**src/design/alarm_flags_consts.vh**
```
`ifndef ALARM_FLAGS_CONSTS_VH
`define ALARM_FLAGS_CONSTS_VH

// Register offsets on the serial control port
`define REG_LIVE_SIGNAL_LOSS   8'h81
`define REG_LIVE_OFFSET_LOCK   8'h82
`define REG_LATCHED_LOSS       8'h83
`define REG_LATCHED_OFFSET     8'h84
`define REG_ACTIVE_INPUT       8'h80

// Field positions, live signal-loss register and its latched twin
`define BIT_IN2_LOSS           2
`define BIT_IN1_LOSS           1
`define BIT_REFOSC_LOSS        0

// Field positions, live offset/lock register
`define BIT_HOLD_READY         6
`define BIT_IN2_FOS_LIVE       2
`define BIT_IN1_FOS_LIVE       1
`define BIT_UNLOCK_LIVE        0

// Field positions, latched offset/lock register
`define BIT_IN2_FOS_LATCH      3
`define BIT_IN1_FOS_LATCH      2
`define BIT_UNLOCK_LATCH       1

// Field positions, active-input register
`define BIT_IN2_ACTIVE         1
`define BIT_IN1_ACTIVE         0

`define DATA_ZERO              8'h00
`define LOSS_FLAG_RESET        3'h0
`define OFFSET_FLAG_RESET      3'h0

`endif

```
**src/design/alarm_sync3.v**
```verilog
`timescale 1ns/10ps
// Three-stage synchroniser; output moves only when stages two and three agree
module alarm_sync3 #(
  parameter WIDTH = 8
) (
  // Clock and reset
  input  wire             ref_clk_in,
  input  wire             rst_b_in,
  input  wire             clk_en_in,
  // Data
  input  wire [WIDTH-1:0] async_in,
  output reg  [WIDTH-1:0] sync_out
);

  reg [WIDTH-1:0] meta_q;
  reg [WIDTH-1:0] mid_q;
  reg [WIDTH-1:0] last_q;
  integer         i;

  always @(posedge ref_clk_in or negedge rst_b_in) begin
    if (!rst_b_in) begin
      meta_q   <= {WIDTH{1'b0}};
      mid_q    <= {WIDTH{1'b0}};
      last_q   <= {WIDTH{1'b0}};
      sync_out <= {WIDTH{1'b0}};
    end else if (clk_en_in) begin
      meta_q <= async_in;
      mid_q  <= meta_q;
      last_q <= mid_q;
      for (i = 0; i < WIDTH; i = i + 1) begin
        if (mid_q[i] == last_q[i]) begin
          sync_out[i] <= last_q[i];
        end
      end
    end
  end

endmodule // alarm_sync3

```
**src/design/clock_alarm_status_flags.v**
```verilog
`timescale 1ns/10ps
`include "alarm_flags_consts.vh"

module clock_alarm_status_flags (
  // Clock, reset, enable
  input  wire       ref_clk_in,
  input  wire       rst_b_in,
  input  wire       clk_en_in,
  // Alarm detectors (other clock domains)
  input  wire       in2_signal_loss_live_in,
  input  wire       in1_signal_loss_live_in,
  input  wire       refosc_signal_loss_live_in,
  input  wire       in2_freq_offset_live_in,
  input  wire       in1_freq_offset_live_in,
  input  wire       pll_unlock_live_in,
  input  wire       hold_history_ready_in,
  // Input selection from clock switching logic
  input  wire       in1_selected_in,
  input  wire       in2_selected_in,
  // Mask and pin-enable settings (same clock)
  input  wire       irq_pin_enable_in,
  input  wire       in2_signal_loss_mask_in,
  input  wire       in1_signal_loss_mask_in,
  input  wire       refosc_signal_loss_mask_in,
  input  wire       in2_freq_offset_mask_in,
  input  wire       in1_freq_offset_mask_in,
  input  wire       pll_unlock_mask_in,
  // Register port from the serial control engine
  input  wire [7:0] reg_addr_in,
  input  wire [7:0] reg_wdata_in,
  input  wire       reg_wr_in,
  input  wire       reg_rd_in,
  output reg  [7:0] reg_rdata_out,
  output reg        reg_rvalid_out,
  // Alarm outputs
  output reg        irq_out,
  output reg        in1_active_out,
  output reg        in2_active_out
);

  wire [6:0] live_sync;
  reg  [6:0] live_prev_q;
  reg  [2:0] loss_flags_q;
  reg  [2:0] loss_flags_d;
  reg  [2:0] offset_flags_q;
  reg  [2:0] offset_flags_d;
  reg  [7:0] rdata_d;
  reg        irq_d;

  // Live alarm index map inside live_sync
  localparam L_IN2_LOS = 6;
  localparam L_IN1_LOS = 5;
  localparam L_OSC_LOS = 4;
  localparam L_IN2_FOS = 3;
  localparam L_IN1_FOS = 2;
  localparam L_UNLOCK  = 1;
  localparam L_HOLD    = 0;

  wire in2_los   = live_sync[L_IN2_LOS];
  wire in1_los   = live_sync[L_IN1_LOS];
  wire osc_los   = live_sync[L_OSC_LOS];
  wire in2_fos   = live_sync[L_IN2_FOS];
  wire in1_fos   = live_sync[L_IN1_FOS];
  wire unlock    = live_sync[L_UNLOCK];
  wire hold_rdy  = live_sync[L_HOLD];

  // Detectors run on their own clocks, so every live alarm is resynchronised
  alarm_sync3 #(
    .WIDTH (7)
  ) u_live_sync (
    .ref_clk_in (ref_clk_in),
    .rst_b_in   (rst_b_in),
    .clk_en_in  (clk_en_in),
    .async_in   ({in2_signal_loss_live_in, in1_signal_loss_live_in,
                  refosc_signal_loss_live_in, in2_freq_offset_live_in,
                  in1_freq_offset_live_in, pll_unlock_live_in,
                  hold_history_ready_in}),
    .sync_out   (live_sync)
  );

  // Rising edge of a live alarm sets its flag
  function rise;
    input now_v;
    input was_v;
    begin
      rise = now_v & ~was_v;
    end
  endfunction

  // Next flag: a set wins over a same-cycle clear
  function next_flag;
    input cur_v;
    input set_v;
    input clr_v;
    begin
      next_flag = set_v | (cur_v & ~clr_v);
    end
  endfunction

  // Register images; each starts from zero so reserved bits read 0
  function [7:0] pack_live_loss;
    input in2_v;
    input in1_v;
    input osc_v;
    begin
      pack_live_loss                   = `DATA_ZERO;
      pack_live_loss[`BIT_IN2_LOSS]    = in2_v;
      pack_live_loss[`BIT_IN1_LOSS]    = in1_v;
      pack_live_loss[`BIT_REFOSC_LOSS] = osc_v;
    end
  endfunction

  // Live offset and lock image
  function [7:0] pack_live_offset;
    input hold_v;
    input in2_v;
    input in1_v;
    input unl_v;
    begin
      pack_live_offset                    = `DATA_ZERO;
      pack_live_offset[`BIT_HOLD_READY]   = hold_v;
      pack_live_offset[`BIT_IN2_FOS_LIVE] = in2_v;
      pack_live_offset[`BIT_IN1_FOS_LIVE] = in1_v;
      pack_live_offset[`BIT_UNLOCK_LIVE]  = unl_v;
    end
  endfunction

  // Latched signal-loss image
  function [7:0] pack_loss_flags;
    input in2_v;
    input in1_v;
    input osc_v;
    begin
      pack_loss_flags                   = `DATA_ZERO;
      pack_loss_flags[`BIT_IN2_LOSS]    = in2_v;
      pack_loss_flags[`BIT_IN1_LOSS]    = in1_v;
      pack_loss_flags[`BIT_REFOSC_LOSS] = osc_v;
    end
  endfunction

  // Latched offset and lock image; bit 0 stays reserved
  function [7:0] pack_offset_flags;
    input in2_v;
    input in1_v;
    input unl_v;
    begin
      pack_offset_flags                     = `DATA_ZERO;
      pack_offset_flags[`BIT_IN2_FOS_LATCH] = in2_v;
      pack_offset_flags[`BIT_IN1_FOS_LATCH] = in1_v;
      pack_offset_flags[`BIT_UNLOCK_LATCH]  = unl_v;
    end
  endfunction

  // Active-input image
  function [7:0] pack_active;
    input in1_act_v;
    input in2_act_v;
    begin
      pack_active                  = `DATA_ZERO;
      pack_active[`BIT_IN2_ACTIVE] = in2_act_v;
      pack_active[`BIT_IN1_ACTIVE] = in1_act_v;
    end
  endfunction

  // Read data decode; unmapped offsets read as zero
  function [7:0] read_mux;
    input [7:0] addr_v;
    input [6:0] live_v;
    input [2:0] loss_v;
    input [2:0] off_v;
    input       in1_act_v;
    input       in2_act_v;
    begin
      case (addr_v)
        `REG_LIVE_SIGNAL_LOSS: begin
          read_mux = pack_live_loss(live_v[L_IN2_LOS], live_v[L_IN1_LOS],
                                    live_v[L_OSC_LOS]);
        end
        `REG_LIVE_OFFSET_LOCK: begin
          read_mux = pack_live_offset(live_v[L_HOLD], live_v[L_IN2_FOS],
                                      live_v[L_IN1_FOS], live_v[L_UNLOCK]);
        end
        `REG_LATCHED_LOSS:   read_mux = pack_loss_flags(loss_v[2], loss_v[1], loss_v[0]);
        `REG_LATCHED_OFFSET: read_mux = pack_offset_flags(off_v[2], off_v[1], off_v[0]);
        `REG_ACTIVE_INPUT:   read_mux = pack_active(in1_act_v, in2_act_v);
        default:             read_mux = `DATA_ZERO;
      endcase
    end
  endfunction

  // Register hit: strobe high and offset equal to the register's own
  function wr_hit;
    input       strobe_v;
    input [7:0] addr_v;
    input [7:0] reg_v;
    begin
      wr_hit = strobe_v & (addr_v == reg_v);
    end
  endfunction

  // Only the two flag registers take writes; everything else is ignored
  wire wr_loss   = wr_hit(reg_wr_in, reg_addr_in, `REG_LATCHED_LOSS);
  wire wr_offset = wr_hit(reg_wr_in, reg_addr_in, `REG_LATCHED_OFFSET);

  // Flags follow rising edges only, so a still-high alarm stays cleared
  // History resets to 0 like the synchroniser, so no false edge follows reset
  wire in2_los_rise = rise(in2_los, live_prev_q[L_IN2_LOS]);
  wire in1_los_rise = rise(in1_los, live_prev_q[L_IN1_LOS]);
  wire osc_los_rise = rise(osc_los, live_prev_q[L_OSC_LOS]);
  wire in2_fos_rise = rise(in2_fos, live_prev_q[L_IN2_FOS]);
  wire in1_fos_rise = rise(in1_fos, live_prev_q[L_IN1_FOS]);
  wire unlock_rise  = rise(unlock, live_prev_q[L_UNLOCK]);

  // A written 0 clears its flag, a written 1 is no clear at all
  // Same-cycle set and clear: the set wins inside next_flag
  wire in2_los_clr = wr_loss & ~reg_wdata_in[`BIT_IN2_LOSS];
  wire in1_los_clr = wr_loss & ~reg_wdata_in[`BIT_IN1_LOSS];
  wire osc_los_clr = wr_loss & ~reg_wdata_in[`BIT_REFOSC_LOSS];
  wire in2_fos_clr = wr_offset & ~reg_wdata_in[`BIT_IN2_FOS_LATCH];
  wire in1_fos_clr = wr_offset & ~reg_wdata_in[`BIT_IN1_FOS_LATCH];
  wire unlock_clr  = wr_offset & ~reg_wdata_in[`BIT_UNLOCK_LATCH];

  // Loss flag next-state
  always @* begin
    loss_flags_d[2] = next_flag(loss_flags_q[2], in2_los_rise, in2_los_clr);
    loss_flags_d[1] = next_flag(loss_flags_q[1], in1_los_rise, in1_los_clr);
    loss_flags_d[0] = next_flag(loss_flags_q[0], osc_los_rise, osc_los_clr);
  end

  // Offset and lock flag next-state
  always @* begin
    offset_flags_d[2] = next_flag(offset_flags_q[2], in2_fos_rise, in2_fos_clr);
    offset_flags_d[1] = next_flag(offset_flags_q[1], in1_fos_rise, in1_fos_clr);
    offset_flags_d[0] = next_flag(offset_flags_q[0], unlock_rise, unlock_clr);
  end

  // A flag requests an interrupt unless its mask bit is set
  function masked_req;
    input flag_v;
    input mask_v;
    begin
      masked_req = flag_v & ~mask_v;
    end
  endfunction

  // Unmasked interrupt sources, one per latched flag
  wire [5:0] irq_src;
  assign irq_src[5] = masked_req(offset_flags_d[2], in2_freq_offset_mask_in);
  assign irq_src[4] = masked_req(offset_flags_d[1], in1_freq_offset_mask_in);
  assign irq_src[3] = masked_req(offset_flags_d[0], pll_unlock_mask_in);
  assign irq_src[2] = masked_req(loss_flags_d[2], in2_signal_loss_mask_in);
  assign irq_src[1] = masked_req(loss_flags_d[1], in1_signal_loss_mask_in);
  assign irq_src[0] = masked_req(loss_flags_d[0], refosc_signal_loss_mask_in);

  // Interrupt from next flag state so irq_out tracks the flags cycle for cycle
  always @* begin
    irq_d = irq_pin_enable_in & (|irq_src);
  end

  always @* begin
    rdata_d = read_mux(reg_addr_in, live_sync, loss_flags_q, offset_flags_q,
                       in1_active_out, in2_active_out);
  end

  // A lost input is never reported active, whatever the selection
  reg in1_active_d;
  reg in2_active_d;
  always @* begin
    in1_active_d = in1_selected_in & ~in1_los;
    in2_active_d = in2_selected_in & ~in2_los;
  end

  // Alarm history for edge detection
  always @(posedge ref_clk_in or negedge rst_b_in) begin
    if (!rst_b_in) begin
      live_prev_q <= 7'h00;
    end else if (clk_en_in) begin
      live_prev_q <= live_sync;
    end
  end

  // Latched loss flags
  always @(posedge ref_clk_in or negedge rst_b_in) begin
    if (!rst_b_in) begin
      loss_flags_q <= `LOSS_FLAG_RESET;
    end else if (clk_en_in) begin
      loss_flags_q <= loss_flags_d;
    end
  end

  // Latched offset and lock flags
  always @(posedge ref_clk_in or negedge rst_b_in) begin
    if (!rst_b_in) begin
      offset_flags_q <= `OFFSET_FLAG_RESET;
    end else if (clk_en_in) begin
      offset_flags_q <= offset_flags_d;
    end
  end

  // Registered so the pin never glitches between flag updates
  always @(posedge ref_clk_in or negedge rst_b_in) begin
    if (!rst_b_in) begin
      irq_out <= 1'b0;
    end else if (clk_en_in) begin
      irq_out <= irq_d;
    end
  end

  // Active-input indications
  always @(posedge ref_clk_in or negedge rst_b_in) begin
    if (!rst_b_in) begin
      in1_active_out <= 1'b0;
      in2_active_out <= 1'b0;
    end else if (clk_en_in) begin
      in1_active_out <= in1_active_d;
      in2_active_out <= in2_active_d;
    end
  end

  // Read data holds until the next read so a slow host can pick it up late
  always @(posedge ref_clk_in or negedge rst_b_in) begin
    if (!rst_b_in) begin
      reg_rdata_out  <= `DATA_ZERO;
      reg_rvalid_out <= 1'b0;
    end else if (clk_en_in) begin
      reg_rvalid_out <= reg_rd_in;
      if (reg_rd_in) begin
        reg_rdata_out <= rdata_d;
      end
    end
  end

endmodule // clock_alarm_status_flags

```
**config.mk**
```make
export PLATFORM = sky130hd
export DESIGN_NAME = clock_alarm_status_flags
export DESIGN_NICKNAME = d
export VERILOG_FILES = /design/src/design/alarm_sync3.v /design/src/design/clock_alarm_status_flags.v
export VERILOG_INCLUDE_DIRS = /design/src /design/src/design
export SDC_FILE = /design/constraint.sdc
export NUM_CORES = 1
export LEC_CHECK = 0
export ABC_AREA = 1
export BUFFER_PORTS_ARGS = -buffer_cell sky130_fd_sc_hd__buf_2
export CORE_ASPECT_RATIO = 0.7
export CORE_MARGIN = 10
export CORE_UTILIZATION = 25
export DETAILED_ROUTE_END_ITERATION = 7
export PLACE_DENSITY_LB_ADDON = 0.12
export SYNTH_ARGS = -nofsm -noshare
export SYNTH_HDL_FRONTEND = slang
export SYNTH_SLANG_ARGS = --single-unit
```
**constraint.sdc**
```tcl
create_clock -name ref_clk_in -period 1 [get_ports ref_clk_in]
set_input_delay 0.2 -clock ref_clk_in [delete_from_list [all_inputs] [get_ports ref_clk_in]]
set_output_delay 0.2 -clock ref_clk_in [all_outputs]
set_load 0.01 [all_outputs]
```
==> results of run 1 <==
-- through the flow --
| step | cells | cell area (um2) | setup slack, ps |
|---|---|---|---|
| after floorplan | 290 | 2300 | -125 |
| after global placement | 472 | 2900 | -444 |
| after detailed placement | 472 | 2900 | -484 |
| after CTS | 490 | 3250 | -77.1 |
| after global routing | 498 | 3410 | -162 |
| final | 498 | 3410 | -60.6 |
-- sequential cells by signal, indices dropped and copies added, names as in the netlist, 3 cells and up --
register              flops
offset_flags_q            3
u_live_sync.last_q        7
loss_flags_q              3
u_live_sync.meta_q        7
live_prev_q               6
u_live_sync.mid_q         7
u_live_sync.sync_out      7
reg_rdata_out             5
-- logic make-up (layout without fill, tap and decap cells) --
group,Yosys count,after routing,share of synthesized area
other cells,1,3,0.00166
buf+inv,48,136,0.0858
flops,49,49,0.543
compound gates,40,40,0.0986
simple gates,150,150,0.271
-- what timing repair did --
| item | 4_1_cts | 5_1_grt |
|---|---|---|
| pin swaps | 17 | 27 |
| hold buffers | 1 | 0 |
| endpoints found under the setup margin | 13 | 16 |
| gates resized for setup | 25 | 30 |
| endpoints found under the hold margin | 49 | 0 |
| buffers inserted | 9 | 8 |
-- cell type report --
class	count	area, um2	area share
Sequential cell	49	1230	0.360
Timing Repair Buffer	91	719	0.211
Clock buffer	7	143	0.0419
Inverter	37	161	0.0474
Tap cell	120	150	0.0441
Multi-Input combinational cell	193	976	0.287
Clock inverter	1	30.0	0.00882
-- where the power goes --
part	internal, mW	switching, mW
sequential	2.20	0.137
clock	1.25	0.711
combinational	0.479	0.479
total	3.93	1.33
-- path summary, 6_finish.rpt --
| path | to | cells past startpoint | from | slack [ps] |
|---|---|---|---|---|
| setup / recovery | irq_out | 15 | reg_addr_in[6] | -60 |
| hold / removal | u_live_sync.meta_q[4] | 3 | refosc_signal_loss_live_in | 110 |
| setup reg to reg | irq_out | 8 | loss_flags_q[1] | -50 |
| hold reg to reg | u_live_sync.mid_q[1] | 2 | u_live_sync.mid_q[1] | 470 |
| max in group asynchronous | u_live_sync.mid_q[6] | 3 | rst_b_in | 330 |
| min in group asynchronous | reg_rvalid_out | 3 | rst_b_in | 440 |
-- layer usage --
layer,wire length (um),GRT usage,share of wire,vias up
li1,-,-,-,1069
met1,3010,0.120,0.50,886
met2,2610,0.142,0.44,41
met3,281,0.0302,0.047,9
met4,82,0.0275,0.014,0
met5,0,0,0,-
-- worst max-delay path: cells and delay by family --
family | cells | cell delay (ps)
buffers and inverters | 3 | 190
and+or+nand+nor | 12 | 830
-- placed cells by master (no fill, tap or decap), types with 7 or more instances in the layout --
| cell type | count |
|---|---|
| buf_6 | 13 |
| buf_4 | 41 |
| nor2_4 | 8 |
| buf_2 | 31 |
| inv_1 | 30 |
| a21oi_1 | 7 |
| o21ai_0 | 19 |
| nor2_1 | 15 |
| dfrtp_1 | 49 |
| nand2_1 | 101 |
| nand2_2 | 12 |
==> reports/qor.txt, run 1 <==
TritonCTS clock tree - done
placer congestion estimate - 0.773
cells along the critical path - buf_12, inv_12, nand2_4, nor2_4, nand2_2, nor2_4, nand2_1, nand2_1, nand2_1, nand2_1, nand2_1, inv_1, nand2_1, nand2_1, nand2_1
Detailed Place HPWL - 4300 um
class of the most critical hold timing path - in -> reg
Post-synth EDFFs - 0
maximum vdd drop - 578 uV
highest-delay cell along the critical path - nor2_4
count of endpoints failing hold in the final timing report - 0
overall global routing resource usage - 0.0923
number of global-route vias before repair - 2068
post-route setup TNS - -167 ps
routed vias/inst - 4.03
post-layout util - 0.395
TritonCTS buffer count - 5
Worst Path Required - 1180 ps
setup slack after layout - -60.6 ps
largest net degree at the start of global routing - 50
final setup skew - 3.18 ps
Primary FF master, synth - dfrtp_1
vertical die dimension - 99.5 um
most instantiated cells after synthesis - nand2_1, dfrtp_1, inv_1, o21ai_0, nor2_1
buffer type at the clock tree root - clkbuf_16
floorplan core area - 8620 um2
wire length of the first global-routing pass - 9940 um
initial antenna violation count - 0
sequential-to-total area share from yosys stat - 0.543
leakage power total - 1.77 nW
global route overflow - 0
maximum single-stage delay on the critical path - 140 ps
post-synthesis cell count - 288
maximum count of clock buffers along a single path - 2
post-route antenna net violation count - 0
area grow syn2layout - 50.7%
Synth Area per Inst - 7.85 um2
arrival time reported for the critical path endpoint - 1250 ps
RSZ-0062 raised after global routing - yes
total routed wirelength - 5990 um
YS warnings - 0
share of the clock period used by the worst path - 1.06
# H-tree levels - 2
Total Power Consumption - 5.25 mW
DIE WIDTH - 134 um
maximum achievable frequency - 943 MHz
Worst Path Max Fanout - 3
TritonCTS Sinks - 49
fill cell count - 909
post-synthesis instance area - 2260 um2
share of layout cells above drive strength 1 - 0.362
cell with the most instances after synthesis - nand2_1
violated checks - setup timing
type of the setup path with the least slack - in -> reg
startpoint types - input pin
Buffers on Ports - 41
post-synth top area share - 0.543
share of synthesized registers carrying an async set or reset - 1.00
Netlist cell types - 22
max cap viols - 0
I/O pin total - 49
wire per inst - 12.0 um
final antenna diode count - 0
clock network latency to the later pin of the worst-skew pair - 290 ps
first-pass iteration count of the detailed router - 4
setup violators final - 6
final slew viol count - 0
most frequent CP cell - nand2_1
status - complete, but fails checks
total DRC errors in the routed layout - 0
Tmin final - 1060 ps
number of nets at the end of the flow - 414
Initial Util - 0.262
kind of end point of the critical path - flop
power density over cell area - 1540 nW/um2
violation count after the first detailed-routing iteration - 91
number of vias after detailed routing - 2005
Post-Route Hold Slack - 113 ps
Seq cells post-synth - 49
Synth area leaders - dfrtp_1, nand2_1, inv_1
cell type with the largest total area after synthesis - dfrtp_1
clock slew seen by the registers of the worst setup and hold paths - 60 ps
row count - 28
full die area - 13300 um2
(Power assumes the default switching activity.)
==> run 2, diff against run 1 <==
--- a/config.mk
+++ b/config.mk
@@ -13,6 +13,7 @@
 export CORE_UTILIZATION = 25
 export DETAILED_ROUTE_END_ITERATION = 7
 export PLACE_DENSITY_LB_ADDON = 0.12
+export SETUP_SLACK_MARGIN = 0.2
 export SYNTH_ARGS = -nofsm -noshare
 export SYNTH_HDL_FRONTEND = slang
 export SYNTH_SLANG_ARGS = --single-unit
==> constraint.sdc (replaced) <==
create_clock -name ref_clk_in -period 1.2 [get_ports ref_clk_in]
set_input_delay 0.24 -clock ref_clk_in [delete_from_list [all_inputs] [get_ports ref_clk_in]]
set_output_delay 0.24 -clock ref_clk_in [all_outputs]
set_load 0.01 [all_outputs]
==> run 2 against run 1 <==
  * The run now ends clean
  * Count of clock-buffer cells in the layout unchanged
  * Flip-flop and latch count unchanged
  * Sequential power decreased by 17%
  * Register-to-register slack improved by 120 ps
  * First-iteration DRC count increased by 1.1%
  * Critical path depth decreased by 2
  * Clock skew increased by 1.8 ps
  * Global-route usage increased by 0.23 points
  * Die area unchanged
  * Clock power decreased by 15%
  * Via count decreased by 0.55%
==> reports/qor.txt, run 2 (synthesized netlist as in run 1, its figures left out) <==
Largest delay share family, worst path - simple AND/OR/NAND/NOR gates
total DRC errors in the routed layout - 0 (unchanged)
final slew viol count - 0 (unchanged)
startpoint types - input pin
class of the most critical hold timing path - in -> reg
hold path cells - 3 (unchanged)
wire per inst - 12.1 um (+0.88%)
share of the clock period used by the worst path - 0.952
Finished Layout Cells - 493 (-1.0%)
count of endpoints failing hold in the final timing report - 0 (unchanged)
Detailed Place HPWL - 4290 um (-0.24%)
global route overflow - 0 (unchanged)
maximum count of clock buffers along a single path - 2 (unchanged)
Buffers on Ports - 41 (unchanged)
overall global routing resource usage - 0.0946 (+0.00233)
# H-tree levels - 2 (unchanged)
Worst Path Max Fanout - 4 (+1)
area grow syn2layout - 49.9%
I/O pin total - 49 (unchanged)
Initial Util - 0.262 (unchanged)
arrival time reported for the critical path endpoint - 1320 ps (+70 ps)
total routed wirelength - 5980 um (-0.13%)
clock network latency to the later pin of the worst-skew pair - 290 ps (about the same)
buffer type at the clock tree root - clkbuf_16
most frequent cells in the layout - nand2_1, dfrtp_1, buf_4, buf_2, inv_1
Worst Hold Path EP - u_live_sync.meta_q[1]
largest net degree at the start of global routing - 50 (unchanged)
initial antenna violation count - 0 (unchanged)
routed vias/inst - 4.04 (+0.46%)
final setup skew - 4.95 ps (+1.77 ps)
Worst Path Required - 1380 ps (+200 ps)
status - finished clean
kind of end point of the critical path - flop
vertical die dimension - 99.5 um (unchanged)
register-to-register path setup slack - 70 ps (+120 ps)
highest-delay cell along the critical path - nor2_4
violation count after the first detailed-routing iteration - 92 (+1.1%)
placer congestion estimate - 0.744 (-3.7%)
final antenna diode count - 0 (unchanged)
full die area - 13300 um2 (unchanged)
logic depth of the worst setup path including buffers - 13 (-2)
number of nets at the end of the flow - 409 (-1.2%)
maximum single-stage delay on the critical path - 170 ps (+30 ps)
post-route antenna net violation count - 0 (unchanged)
Post-Route Hold Slack - 149 ps (+36.5 ps)
fill cell count - 895 (-1.5%)
cells along the critical path - buf_12, nor2_4, nand2_2, nor2_4, nand3_2, nand2_2, nand2_1, nand2_1, nand2_1, nor2_2, nand2_2, nand2_1, nand2_1
wire length of the first global-routing pass - 10200 um (+2.8%)
TritonCTS clock tree - done
type of the setup path with the least slack - in -> reg
TritonCTS buffer count - 5 (unchanged)
commonest non-fill, non-tap cell in the layout - nand2_1
setup violators final - 0 (-6)
R2R depth - 6 (-2)
power density over cell area - 1310 nW/um2 (-15%)
most frequent CP cell - nand2_1
instance count after placement with tap cells included - 462 (-2.1%)
clock slew seen by the registers of the worst setup and hold paths - 60 ps (about the same)
reg-to-reg critical path endpoint - loss_flags_q[2]
number of global-route vias before repair - 2112 (+2.1%)
TritonCTS Sinks - 49 (unchanged)
maximum vdd drop - 558 uV (-3.5%)
number of buffer and inverter stages on the critical path - 1 (-2)
leakage power total - 1.76 nW (-0.92%)
beginning of the worst hold path - pll_unlock_live_in
maximum achievable frequency - 875 MHz
Critical R2R Launch - loss_flags_q[2]
Tmin final - 1140 ps
floorplan core area - 8620 um2 (unchanged)
number of vias after detailed routing - 1994 (-0.55%)
DIE WIDTH - 134 um (unchanged)
RSZ-0062 raised after global routing - yes
first-pass iteration count of the detailed router - 4 (unchanged)
row count - 28 (unchanged)
share of layout cells above drive strength 1 - 0.386 (+0.0236)
max cap viols - 0 (unchanged)
-- run 2: changes by cell type in the layout (fill, tap and decap cells not counted), moves of 3 or more --
cell | previous run | this run
nand2_1 | 101 | 93
nand2_2 | 12 | 19
buf_4 | 41 | 37
nor2_2 | 0 | 3
nor2_4 | 8 | 5
-- run 2: worst reg2reg max path, stage by stage, from the launching register on --
cell and delay (ps):
dfrtp_1 380, nand2_2 90, buf_4 130, buf_4 120, buf_4 120, buf_4 120
a31oi_1 110
-- run 2: final cells by class --
type / count / area, um2 / area share
tap: 120 / 150 / 0.0443
clock buffer: 7 / 143 / 0.0421
multi-input combinational: 193 / 997 / 0.294
sequential: 49 / 1230 / 0.362
inverter: 37 / 164 / 0.0484
timing repair buffer: 86 / 677 / 0.200
clock inverter: 1 / 30.0 / 0.00886
-- run 2: how the worst max path moves through the flow --
stage                   start      end  slack, ps
5_1_grt        reg_addr_in[6]  irq_out        -60
4_1_cts        reg_addr_in[2]  irq_out         80
6_report       reg_addr_in[6]  irq_out         60
3_3_place_gp   reg_addr_in[6]  irq_out       -400
2_1_floorplan  reg_addr_in[7]  irq_out         40
3_5_place_dp   reg_addr_in[6]  irq_out       -370
-- run 2: report_power, final --
part	internal [mW]	switching, mW
combinational	0.415	0.428
sequential	1.83	0.113
clock	1.04	0.614
total	3.29	1.16
-- run 2: what timing repair did --
action | CTS | global route
resized for setup | 35 | 30
hold endpoints to repair | 49 | 0
pin swaps | 25 | 31
setup endpoints to repair | 14 | 17
hold buffers | 1 | 0
setup buffers | 14 | 8
-- run 2: metrics by stage --
| stage | power [mW] | area, um2 | utilization | setup TNS, ps | setup slack, ps |
|---|---|---|---|---|---|
| final | 4.45 | 3390 | 0.393 | 0 | 57.7 |
| after CTS | 4.42 | 3220 | 0.374 | 0 | 78.1 |
| after global placement | 2.60 | 2810 | 0.325 | -1100 | -395 |
| after detailed placement | 2.61 | 2810 | 0.325 | -1150 | -375 |
| after global routing | 4.72 | 3390 | 0.393 | -63.5 | -60.4 |
| after floorplan | 2.29 | 2320 | - | 0 | 35.2 |
-- run 2: metal layers --
metal / GRT usage / vias up / routed length (um)
met1: 0.133 / 898 / 3150
met5: 0 / - / 0
met4: 0.0275 / 0 / 65
met2: 0.135 / 36 / 2480
met3: 0.0296 / 8 / 282
li1: - / 1052 / -
==> run 3, diff against run 2 <==
--- a/config.mk
+++ b/config.mk
@@ -10,7 +10,7 @@
 export BUFFER_PORTS_ARGS = -buffer_cell sky130_fd_sc_hd__buf_2
 export CORE_ASPECT_RATIO = 0.7
 export CORE_MARGIN = 10
-export CORE_UTILIZATION = 25
+export CORE_UTILIZATION = 29
 export DETAILED_ROUTE_END_ITERATION = 7
 export PLACE_DENSITY_LB_ADDON = 0.12
 export SETUP_SLACK_MARGIN = 0.2
==> constraint.sdc (replaced) <==
create_clock -name ref_clk_in -period 0.95 [get_ports ref_clk_in]
set_input_delay 0.19 -clock ref_clk_in [delete_from_list [all_inputs] [get_ports ref_clk_in]]
set_output_delay 0.19 -clock ref_clk_in [all_outputs]
set_load 0.01 [all_outputs]
==> run 3 against run 2 <==
  * The flow now finishes with violations (setup timing)
  * Setup slack got worse by 170 ps
  * First-iteration DRC count increased by 13%
  * Power increased by 15%
  * Sequential power increased by 27%
  * Global-route usage increased by 0.34 points
  * Hold slack got worse by 70 ps
  * Wire length decreased by 2.0%
  * Count of clock-buffer cells in the layout decreased by 1
  * Via count increased by 2.5%
  * Register-to-register slack got worse by 170 ps
  * Sequential share of layout area decreased by 1.7 points
  * Critical endpoint is now in2_active_out
==> reports/qor.txt, run 3 (synthesized netlist as in run 1, its figures left out) <==
status - complete, but fails checks
violated checks - setup timing
wire per inst - 12.2 um (+0.21%)
leakage power total - 1.84 nW (+4.5%)
number of global-route vias before repair - 1954 (-7.5%)
Tmin final - 1060 ps
global route overflow - 0 (unchanged)
# H-tree levels - 2 (unchanged)
kind of end point of the critical path - output port
placer congestion estimate - 0.738 (-0.90%)
arrival time reported for the critical path endpoint - 870 ps (-450 ps)
Detailed Place HPWL - 4190 um (-2.1%)
wl on met1 - 3030 um (-3.7%)
number of nets at the end of the flow - 420 (+2.7%)
Largest delay share family, worst path - flip-flops
DIE WIDTH - 126 um (-6.1%)
beginning of the worst hold path - pll_unlock_live_in
floorplan core area - 7450 um2 (-14%)
max cap viols - 0 (unchanged)
total DRC errors in the routed layout - 0 (unchanged)
TritonCTS buffer count - 5 (unchanged)
final slew viol count - 0 (unchanged)
class of the most critical hold timing path - in -> reg
post-route setup TNS - -966 ps (-966 ps)
maximum vdd drop - 690 uV (+24%)
initial antenna violation count - 0 (unchanged)
RSZ-0062 raised after global routing - yes
clock slew seen by the registers of the worst setup and hold paths - 90 ps (+30 ps)
vertical die dimension - 93.9 um (-5.7%)
clock network latency to the later pin of the worst-skew pair - 300 ps (about the same)
maximum count of clock buffers along a single path - 2 (unchanged)
Sequential cell area - 1230 um2 (-0.10%)
setup slack after layout - -112 ps (-169 ps)
maximum achievable frequency - 942 MHz
post-route antenna net violation count - 0 (unchanged)
most frequent cells in the layout - nand2_1, dfrtp_1, buf_2, buf_6, buf_4
share of the clock period used by the worst path - 1.12
wire length of the first global-routing pass - 9490 um (-7.0%)
share of layout cells above drive strength 1 - 0.464 (+0.0775)
Critical R2R Launch - u_live_sync.sync_out[5]
first-pass iteration count of the detailed router - 4 (unchanged)
area of the multi-input gates - 1110 um2 (+12%)
Worst Path Required - 760 ps (-620 ps)
TritonCTS clock tree - done
largest net degree at the start of global routing - 50 (unchanged)
maximum single-stage delay on the critical path - 420 ps (+250 ps)
full die area - 11800 um2 (-11%)
buffer type at the clock tree root - clkbuf_8
cells along the critical path - buf_2
Worst Hold Path EP - u_live_sync.meta_q[1]
Buffers on Ports - 41 (unchanged)
wire length on met3 - 296 um (+5.0%)
logic depth of the worst setup path including buffers - 1 (-12)
fill cell count - 739 (-17%)
number of buffer and inverter stages on the critical path - 1 (unchanged)
top layer used by detailed routing - met4
number of vias after detailed routing - 2044 (+2.5%)
routed vias/inst - 4.24 (+4.8%)
highest-delay cell along the critical path - dfrtp_1
TritonCTS Sinks - 49 (unchanged)
total routed wirelength - 5860 um (-2.0%)
reg-to-reg critical path endpoint - irq_out
overall global routing resource usage - 0.0981 (+0.00343)
I/O pin total - 49 (unchanged)
area grow syn2layout - 57.3%
R2R depth - 8 (+2)
final setup skew - 7.36 ps (+2.41 ps)
Worst Path Max Fanout - 2 (-2)
Design Area, Final - 3550 um2 (+4.9%)
routed wire length on met2 - 2510 um (+1.0%)
startpoint types - flop
post-layout util - 0.477 (+0.0840)
row count - 26 (-7.1%)
worst setup slack before clock tree synthesis - -584 ps (-209 ps)
commonest non-fill, non-tap cell in the layout - nand2_1
hold path cells - 3 (unchanged)
Initial Util - 0.303 (+0.0411)
register-to-register path setup slack - -100 ps (-170 ps)
instance area at placement - 2880 um2 (+2.8%)
type of the setup path with the least slack - reg -> out
count of endpoints failing hold in the final timing report - 0 (unchanged)
violation count after the first detailed-routing iteration - 104 (+13%)
power density over cell area - 1440 nW/um2 (+9.4%)
final antenna diode count - 0 (unchanged)
Total Power Consumption - 5.10 mW (+15%)
setup violators final - 16 (+16)
==> run 3: cell count changes in the layout (fill, tap and decap cells not counted), sizes merged <==
cell	previous run	this run
inv	37	38
clkbuf	7	6
bufinv	1	0
clkinvlp	0	1
buf	85	96
==> run 3: how the worst max path moves through the flow <==
stage                            startpoint              to  slack (ps)
after detailed placement     reg_addr_in[7]         irq_out        -580
after floorplan              reg_addr_in[7]         irq_out        -160
after global placement       reg_addr_in[7]         irq_out        -590
final                        in2_active_out  in2_active_out        -110
after CTS                 offset_flags_q[0]         irq_out        -130
after global routing         reg_addr_in[7]         irq_out        -200
==> run 3: what timing repair did <==
item	CTS	global route
hold buffers	1	0
pin swaps	20	34
gates resized for setup	42	82
setup buffers	15	8
endpoints found under the hold margin	49	0
endpoints found under the setup margin	35	36
==> run 3: cell type report <==
cell class,count,area share
tap,98,0.0345
sequential,49,0.345
multi-input combinational,193,0.313
clock buffer,6,0.0232
clock inverter,2,0.00458
timing repair buffer,97,0.229
inverter,37,0.0503
==> run 3: layer usage <==
metal / vias to the layer above / global-route usage
met5: - / 0
met1: 927 / 0.136
met4: 0 / 0.0201
met3: 4 / 0.0310
met2: 37 / 0.146
li1: 1076 / -
==> run 3: tightest hold or removal path: cells and delay by family <==
kind | cells | cell delay (ps)
and+or+nand+nor | 2 | 90
buffers and inverters | 1 | 70
==> run 3: metrics by stage <==
stage	hold WS, ps	instances
2_1_floorplan	-106	290
3_3_place_gp	203	450
3_5_place_dp	204	450
4_1_cts	66.3	474
5_1_grt	69.4	482
6_report	79.2	482
==> run 3: report_power, final <==
part | switching (mW) | internal, mW
clock | 0.727 | 0.601
sequential | 0.171 | 2.31
combinational | 0.619 | 0.674
